==> src/core/els_pkg.sv <==
// Operation
// select pin chooses endian; variants force little
// big: first byte on lane three, descending
// little: first byte on lane zero, ascending
// big rom: 0000h lane three, 0003h lane zero
// little rom: 0000h lane zero, 0003h lane three
// fifo and register lanes never change
// slave register access works in both modes
// full words pass without byte repositioning
// narrow accesses adjust byte controls and decode
// register keeps lane, byte address remapped
// stream bytes kept in sequential order
// internal processor accesses always little endian
// host patches instructions in selected byte order
// select pin synchronised, applied between transactions
package els_pkg;
    // =========================================================
    // widths and sizes
    localparam int unsigned DATA_W = 32;
    localparam int unsigned BYTE_W = 8;
    localparam int unsigned LANES = 4;
    localparam int unsigned FIFO_DEPTH = 8;
    localparam int unsigned FIFO_AW = 3;
    localparam int unsigned REG_AW = 8;
    // =========================================================
    // reset values
    localparam logic MODE_RST = 1'b0;
    localparam logic [1:0] LANE_RST = 2'h0;
    // example register offset: little 00h, big 03h
    localparam logic [7:0] CTRL0_LE_OFS = 8'h00;
    localparam logic [7:0] CTRL0_BE_OFS = 8'h03;
    // =========================================================
    // host access kinds
    typedef enum logic [1:0] {
        ELS_ACC_BYTE,
        ELS_ACC_HALF,
        ELS_ACC_WORD,
        ELS_ACC_NONE
    } els_size_t;
    typedef enum logic [1:0] {
        ELS_SRC_REG,
        ELS_SRC_ROM,
        ELS_SRC_PROC
    } els_src_t;
endpackage : els_pkg

==> src/core/els_fifo.sv <==
`timescale 1ns/1ps
module els_fifo #(
    parameter int unsigned WIDTH = 32,
    parameter int unsigned DEPTH = 8,
    parameter int unsigned AW = 3
) (
    input wire logic clock,
    input wire logic resetn,
    input wire logic [WIDTH-1:0] in_data,
    input wire logic in_valid,
    output logic in_ready,
    output logic [WIDTH-1:0] out_data,
    output logic out_valid,
    input wire logic out_ready
);
    typedef struct packed {
        logic [AW:0] wp;
        logic [AW:0] rp;
    } els_fifo_st_t;

    els_fifo_st_t st_q;
    els_fifo_st_t st_d;
    logic [WIDTH-1:0] mem [DEPTH];
    logic full;
    logic empty;
    logic push;
    logic pop;

    assign empty = st_q.wp == st_q.rp;
    assign full = (st_q.wp[AW] != st_q.rp[AW]) &&
                  (st_q.wp[AW-1:0] == st_q.rp[AW-1:0]);
    assign in_ready = !full;
    assign out_valid = !empty;
    assign out_data = mem[st_q.rp[AW-1:0]];
    assign push = in_valid && !full;
    assign pop = out_ready && !empty;

    always_comb begin
        st_d = st_q;
        if (push) begin
            st_d.wp = st_q.wp + 1'b1;
        end
        if (pop) begin
            st_d.rp = st_q.rp + 1'b1;
        end
    end

    // storage has no reset: only pointers define contents
    always_ff @(posedge clock) begin
        if (push) begin
            mem[st_q.wp[AW-1:0]] <= in_data;
        end
    end

    always_ff @(posedge clock or negedge resetn) begin
        if (!resetn) begin
            st_q <= '0;
        end else begin
            st_q <= st_d;
        end
    end
endmodule : els_fifo

==> src/core/els_steer.sv <==
`timescale 1ns/1ps
module els_steer #(
    parameter bit HAS_SELECT_PIN = 1'b1
) (
    input wire logic clock,
    input wire logic resetn,
    input wire logic big_endian_sel,
    // host bus side, one transaction per cycle with busy flag
    input wire logic host_busy,
    // scsi stream in (device to host), bytes in sequence
    input wire logic [7:0] rx_byte,
    input wire logic rx_valid,
    output logic rx_ready,
    input wire logic rx_last,
    // host word out
    output logic [31:0] host_wdata,
    output logic [3:0] host_wbe,
    output logic host_wvalid,
    input wire logic host_wready,
    // register / rom / internal access
    input wire logic acc_valid,
    input wire logic [1:0] acc_src,
    input wire logic [1:0] acc_size,
    input wire logic [7:0] acc_addr,
    input wire logic [31:0] acc_wdata,
    output logic [7:0] acc_reg_addr,
    output logic [3:0] acc_lane_en,
    output logic [31:0] acc_lane_data,
    output logic acc_done,
    output logic big_mode
);
    // =========================================================
    // state
    typedef struct packed {
        logic mode;
        logic [1:0] cnt;
        logic [31:0] word;
        logic [3:0] be;
        logic flush;
        logic [7:0] reg_addr;
        logic [3:0] lane_en;
        logic [31:0] lane_data;
        logic done;
    } els_st_t;

    els_st_t st_q;
    els_st_t st_d;
    logic pin_level;
    logic [31:0] f_data;
    logic f_valid;
    logic f_ready;
    logic in_take;
    logic [1:0] lane;
    logic acc_big;
    logic [1:0] off;
    logic [3:0] host_wbe_n;
    logic out_q_valid;
    logic [31:0] out_q_data;
    logic [3:0] out_q_be;

    // =========================================================
    // select pin
    els_sync u_sync (
        .clock(clock),
        .resetn(resetn),
        .pin(big_endian_sel),
        .level(pin_level)
    );

    // =========================================================
    // lane mapping
    function automatic logic [1:0] lane_of(input logic big,
                                           input logic [1:0] a);
        lane_of = big ? (2'h3 - a) : a;
    endfunction : lane_of

    function automatic logic [3:0] size_mask(input logic [1:0] sz);
        unique case (sz)
            els_pkg::ELS_ACC_BYTE: size_mask = 4'h1;
            els_pkg::ELS_ACC_HALF: size_mask = 4'h3;
            els_pkg::ELS_ACC_WORD: size_mask = 4'hF;
            default: size_mask = 4'h0;
        endcase
    endfunction : size_mask

    // word accesses bypass remap; processor side is always little
    assign acc_big = st_q.mode &&
        (acc_src != els_pkg::ELS_SRC_PROC) &&
        (acc_size != els_pkg::ELS_ACC_WORD);
    assign off = acc_addr[1:0];
    assign lane = lane_of(st_q.mode, st_q.cnt);
    assign in_take = rx_valid && !st_q.flush;
    assign rx_ready = !st_q.flush;

    // =========================================================
    // next state
    always_comb begin
        st_d = st_q;
        st_d.done = 1'b0;
        // mode updates only while the host bus is idle
        if (!host_busy) begin
            st_d.mode = HAS_SELECT_PIN ? pin_level : 1'b0;
        end
        if (st_q.flush && f_ready) begin
            st_d.flush = 1'b0;
            st_d.cnt = els_pkg::LANE_RST;
            st_d.be = 4'h0;
            st_d.word = '0;
        end else if (in_take) begin
            // bytes fill in arrival order, first byte first
            st_d.word[8*lane +: 8] = rx_byte;
            st_d.be[lane] = 1'b1;
            st_d.cnt = st_q.cnt + 2'h1;
            st_d.flush = rx_last || (st_q.cnt == 2'h3);
        end
        if (acc_valid) begin
            // register keeps its lane; address is remapped
            if (acc_big && acc_size == els_pkg::ELS_ACC_BYTE) begin
                st_d.reg_addr = {acc_addr[7:2], 2'h3 - off};
            end else if (acc_big) begin
                st_d.reg_addr = {acc_addr[7:2], 2'h2 - off};
            end else begin
                st_d.reg_addr = acc_addr;
            end
            st_d.lane_en = acc_big ?
                (size_mask(acc_size) << st_d.reg_addr[1:0]) :
                (size_mask(acc_size) << off);
            st_d.lane_data = acc_wdata;
            st_d.done = 1'b1;
        end
    end

    // =========================================================
    // fifo toward host: back-pressure stalls the stream
    els_fifo #(
        .WIDTH(els_pkg::DATA_W + els_pkg::LANES),
        .DEPTH(els_pkg::FIFO_DEPTH),
        .AW(els_pkg::FIFO_AW)
    ) u_fifo (
        .clock(clock),
        .resetn(resetn),
        .in_data({st_q.be, st_q.word}),
        .in_valid(st_q.flush),
        .in_ready(f_ready),
        .out_data({host_wbe_n, f_data}),
        .out_valid(f_valid),
        .out_ready(host_wready || !out_q_valid)
    );

    // output register so outputs come from flip-flops
    always_ff @(posedge clock or negedge resetn) begin
        if (!resetn) begin
            out_q_valid <= 1'b0;
            out_q_data <= '0;
            out_q_be <= 4'h0;
        end else if (host_wready || !out_q_valid) begin
            out_q_valid <= f_valid;
            out_q_data <= f_data;
            out_q_be <= host_wbe_n;
        end
    end

    assign host_wvalid = out_q_valid;
    assign host_wdata = out_q_data;
    assign host_wbe = out_q_be;
    assign acc_reg_addr = st_q.reg_addr;
    assign acc_lane_en = st_q.lane_en;
    assign acc_lane_data = st_q.lane_data;
    assign acc_done = st_q.done;
    assign big_mode = st_q.mode;

    always_ff @(posedge clock or negedge resetn) begin
        if (!resetn) begin
            st_q <= '0;
        end else begin
            st_q <= st_d;
        end
    end
endmodule : els_steer

==> src/core/els_sync.sv <==
`timescale 1ns/1ps
module els_sync (
    input wire logic clock,
    input wire logic resetn,
    input wire logic pin,
    output logic level
);
    typedef struct packed {
        logic s1;
        logic s2;
        logic s3;
        logic lvl;
    } els_sync_st_t;

    els_sync_st_t st_q;
    els_sync_st_t st_d;

    always_comb begin
        st_d = st_q;
        st_d.s1 = pin;
        st_d.s2 = st_q.s1;
        st_d.s3 = st_q.s2;
        // change counts only once stages two and three agree
        if (st_q.s2 == st_q.s3) begin
            st_d.lvl = st_q.s3;
        end
    end

    assign level = st_q.lvl;

    always_ff @(posedge clock or negedge resetn) begin
        if (!resetn) begin
            st_q <= '0;
        end else begin
            st_q <= st_d;
        end
    end
endmodule : els_sync

==> config.mk <==
export PLATFORM = sky130hd
export DESIGN_NAME = els_steer
export DESIGN_NICKNAME = d
export VERILOG_FILES = /design/src/core/els_pkg.sv /design/src/core/els_fifo.sv /design/src/core/els_steer.sv /design/src/core/els_sync.sv
export SDC_FILE = /design/constraint.sdc
export NUM_CORES = 1
export LEC_CHECK = 0
export BUFFER_PORTS_ARGS = -buffer_cell sky130_fd_sc_hd__buf_4
export CORE_ASPECT_RATIO = 0.8
export CORE_MARGIN = 5
export CORE_UTILIZATION = 35
export CTS_BUF_LIST = sky130_fd_sc_hd__clkbuf_4
export CTS_CLUSTER_SIZE = 12
export DETAILED_ROUTE_END_ITERATION = 16
export PLACE_DENSITY = 0.5
export SETUP_SLACK_MARGIN = 0.5
export SLEW_MARGIN = 20
export SYNTH_ARGS = -nofsm -noshare
export SYNTH_HDL_FRONTEND = slang
export SYNTH_HIERARCHICAL = 1
export SYNTH_SLANG_ARGS = --single-unit
==> constraint.sdc <==
create_clock -name clock -period 6.9 [get_ports clock]
set_input_delay 1.38 -clock clock [delete_from_list [all_inputs] [get_ports clock]]
set_output_delay 1.38 -clock clock [all_outputs]
set_load 0.1 [all_outputs]
==> results.py <==
metrics = {
    "status": {
        "status": "completed",
    },
    "routing": {
        "routedWlPerCell_um": 20.6,
        "wl_mm": 36.4,
        "drt-pass1-iter-count": 5,
        "viasPerCell": 4.85,
        "ant_nets": 0,
        "vias": 8571,
        "route.detailed.drc": 0,
        "drtIter0Drc": 445,
    },
    "cts": {
        "clk_latency_ps": 790,
        "root_buffer": "clkbuf_4",
        "cts_resized": 0,
        "h-tree-depth": 3,
        "postCtsHoldBufs": 0,
        "cts_sinks": 422,
        "cts_setup_buffers": 0,
        "clk_pin_slew_ps": 70,
        "tritoncts": "done",
        "clk_path_buf_depth": 3,
        "cts_buffers": 105,
    },
    "pwr": {
        "p_sw_mw": 3.35,
        "p_leak_nw": 7.33,
        "power_frac_clock_pct": 24.3,
        "seqPwrFrac_pct": 41.4,
        "p_per_area_mw_per_mm2": 451,
        "power_mw": 8.90,
        "p_int_mw": 5.55,
        "vdd_drop_max_v": 0.000222,
        "power_switching_share_pct": 37.6,
        "comb_power_share_pct": 34.3,
    },
    "hold_path": {
        "hp-class": "register to register",
    },
    "timing": {
        "setup_viol": 0,
        "tns_ps": 0,
        "slew_violations": 0,
        "fin_crit_ps": 3460,
        "whs_ps": 357,
        "hold_violations": 0,
        "tightest_slew_ps": 1010,
        "fin_skew_ps": 27.4,
        "rsz0062_at_grt": "false",
        "slew_headroom_pct": 32.4,
        "post-route-period-util_pct": 50.2,
        "setup_slack_ps": 3440,
        "clock.fmax_mhz": 289,
    },
    "layout": {
        "final_area_sq_mm": 0.0197,
        "layout.cells.non_filler": 1768,
        "nNetsFinal": 1132,
        "layout-drive-gt1-share_pct": 47.4,
        "fin_util_pct": 41.8,
        "fillers": 4297,
        "syn_to_final_growth_pct": 17.5,
    },
    "job": {
        "drv_cap": 0,
    },
    "global_route": {
        "grt_usage_pct": 14.1,
        "grt_first_pass_wirelength_mm": 55.9,
        "gr-total-overflow": 0,
        "grt_pass1_vias": 9214,
        "grt_start_max_net_pins": 75,
        "antenna_found_initial": 1,
    },
    "die": {
        "floorplan.initialDensity_pct": 35.5,
        "fp-row-count": 71,
        "die_w_um": 255,
        "io_pins": 144,
        "die_y_um": 206,
        "coreArea_sq_mm": 0.0473,
        "die_area_sq_mm": 0.0525,
    },
    "placed_design": {
        "dp_hpwl_mm": 21.9,
        "placed_cells": 1572,
        "place_congestion": 0.732,
        "place_area_sq_mm": 0.0183,
        "pre_cts_slack_ps": 3400,
        "numPortBuffers": 143,
    },
    "yosys": {
        "synth_edf_count": 288,
        "synthTopCellsByCount": "edfxtp_1 (288), dfrtp_1 (134), mux2_2 (112), mux4_2 (72), buf_4 (47)",
        "synthTopCellsByArea": "edfxtp_1 (51%), dfrtp_1 (20%), mux4_2 (9.7%)",
        "synthCells": 876,
        "ys_warn_count": 6,
        "synth_nets": 949,
        "ys.flop_type": "edfxtp_1",
        "synth_top_area_share_pct": 51.5,
        "ys_seq_area_share_pct": 71.4,
        "synth_top_cell_by_area": "edfxtp_1",
        "syn_area_sq_mm": 0.0168,
        "synth_seq_cells": 422,
        "synth_most_common_cell": "edfxtp_1",
        "synth.distinct_cells": 60,
        "avgSynthCellArea_sq_um": 19.2,
        "async_flop_share_pct": 31.8,
    },
    "worst_setup_path": {
        "endpoint_kind": "register",
        "critPathArrivalTime_ps": 4160,
        "criticalPathCategory": "register to register",
        "required_ps": 7600,
        "critPathLaunchType": "register",
        "crit_fanout": 32,
    },
}
==> cell families after synthesis <==
family / after synthesis / share of synthesized area [%]
fa+ha+maj: 14 / 1.04
buf+inv: 97 / 3.60
simple gates: 74 / 2.50
flops: 422 / 71.4
compound gates: 67 / 3.24
xor+xnor: 15 / 0.827
mux: 187 / 17.4
==> worst max-delay path, cell delays in order, from the launching register on <==
cell     delay, ps
dfrtp_4        870
xor2_1         290
nor4_1         330
buf_4          220
inv_1           90
and2_0         510
a21oi_1        810
a22o_1         250
==> power by group through the flow <==
stage,clock [mW],sequential (mW),combinational [mW]
after global placement,0,3.73,3.08
final,2.17,3.68,3.05
after floorplan,0,4.33,1.74
after CTS,2.26,3.70,3.10
after detailed placement,0,3.75,3.09
after global routing,2.41,3.76,3.23
==> cell usage in the layout, fill, tap and decap left out, drive strengths merged, types with 2 or more instances in the layout <==
cell type and count:
nor4 3, mux2 114, o32ai 2, nor2b 7
a22o 25, nand4 2, xor2 6, nor2 25
ha 13, inv 12, diode 3, xnor2 9
a22oi 8, nand2b 7, a21oi 10, clkbuf 170
nor3 7, nand3 2, edfxtp 288, nand2 7
and2b 2, mux4 72, buf 161, nand3b 2
and2 4, o21ai 4, a41oi 2, dfrtp 134
bufinv 2, a311oi 2, and4 2, o41ai 3
clkinv 21
==> worst paths after layout <==
path                                             from                         to  slack [ps]  cells past startpoint
setup / recovery           u_fifo/st_q[0]$_DFFE_PN0P_       st_q[63]$_DFFE_PN0P_        3440                      7
hold / removal               u_sync/st_d[2]$_DFF_PN0_   u_sync/st_d[1]$_DFF_PN0_         360                      0
setup reg to reg           u_fifo/st_q[0]$_DFFE_PN0P_       st_q[63]$_DFFE_PN0P_        3440                      7
hold reg to reg              u_sync/st_d[2]$_DFF_PN0_   u_sync/st_d[1]$_DFF_PN0_         360                      0
max in group asynchronous                      resetn   u_sync/st_d[1]$_DFF_PN0_        4920                      2
min in group asynchronous                      resetn  host_wdata[6]$_DFFE_PN0P_         620                      1
==> sequential cells by signal, summed over array words and instances (netlist names) <==
signal,flops
u_fifo/mem,288
st_q,39
acc_lane_data,32
host_wdata,32
acc_reg_addr,8
u_fifo/st_q,8
acc_lane_en,4
host_wbe,4
u_sync/st_d,2
acc_done,1
big_mode,1
host_wvalid,1
u_sync/level,1
u_sync/st_q,1
==> layer usage <==
| layer | vias to the layer above | track usage (%) | part of all wire (%) |
|---|---|---|---|
| li1 | 3864 | - | - |
| met5 | - | 0 | 0 |
| met1 | 4464 | 20.1 | 46 |
| met2 | 184 | 21.4 | 47 |
| met3 | 59 | 3.56 | 4.6 |
| met4 | 0 | 4.50 | 1.9 |
==> area by class of cell <==
class,instances,area (sq um),share of cell area [%]
Antenna cell,3,7.51,0.0380
Timing Repair Buffer,161,1210,6.14
Clock inverter,23,144,0.729
Sequential cell,422,12000,60.9
Clock buffer,170,1280,6.47
Tap cell,620,776,3.93
Inverter,12,45.0,0.228
Multi-Input combinational cell,357,4260,21.6
Note: power is estimated with default switching activity, not from simulation.
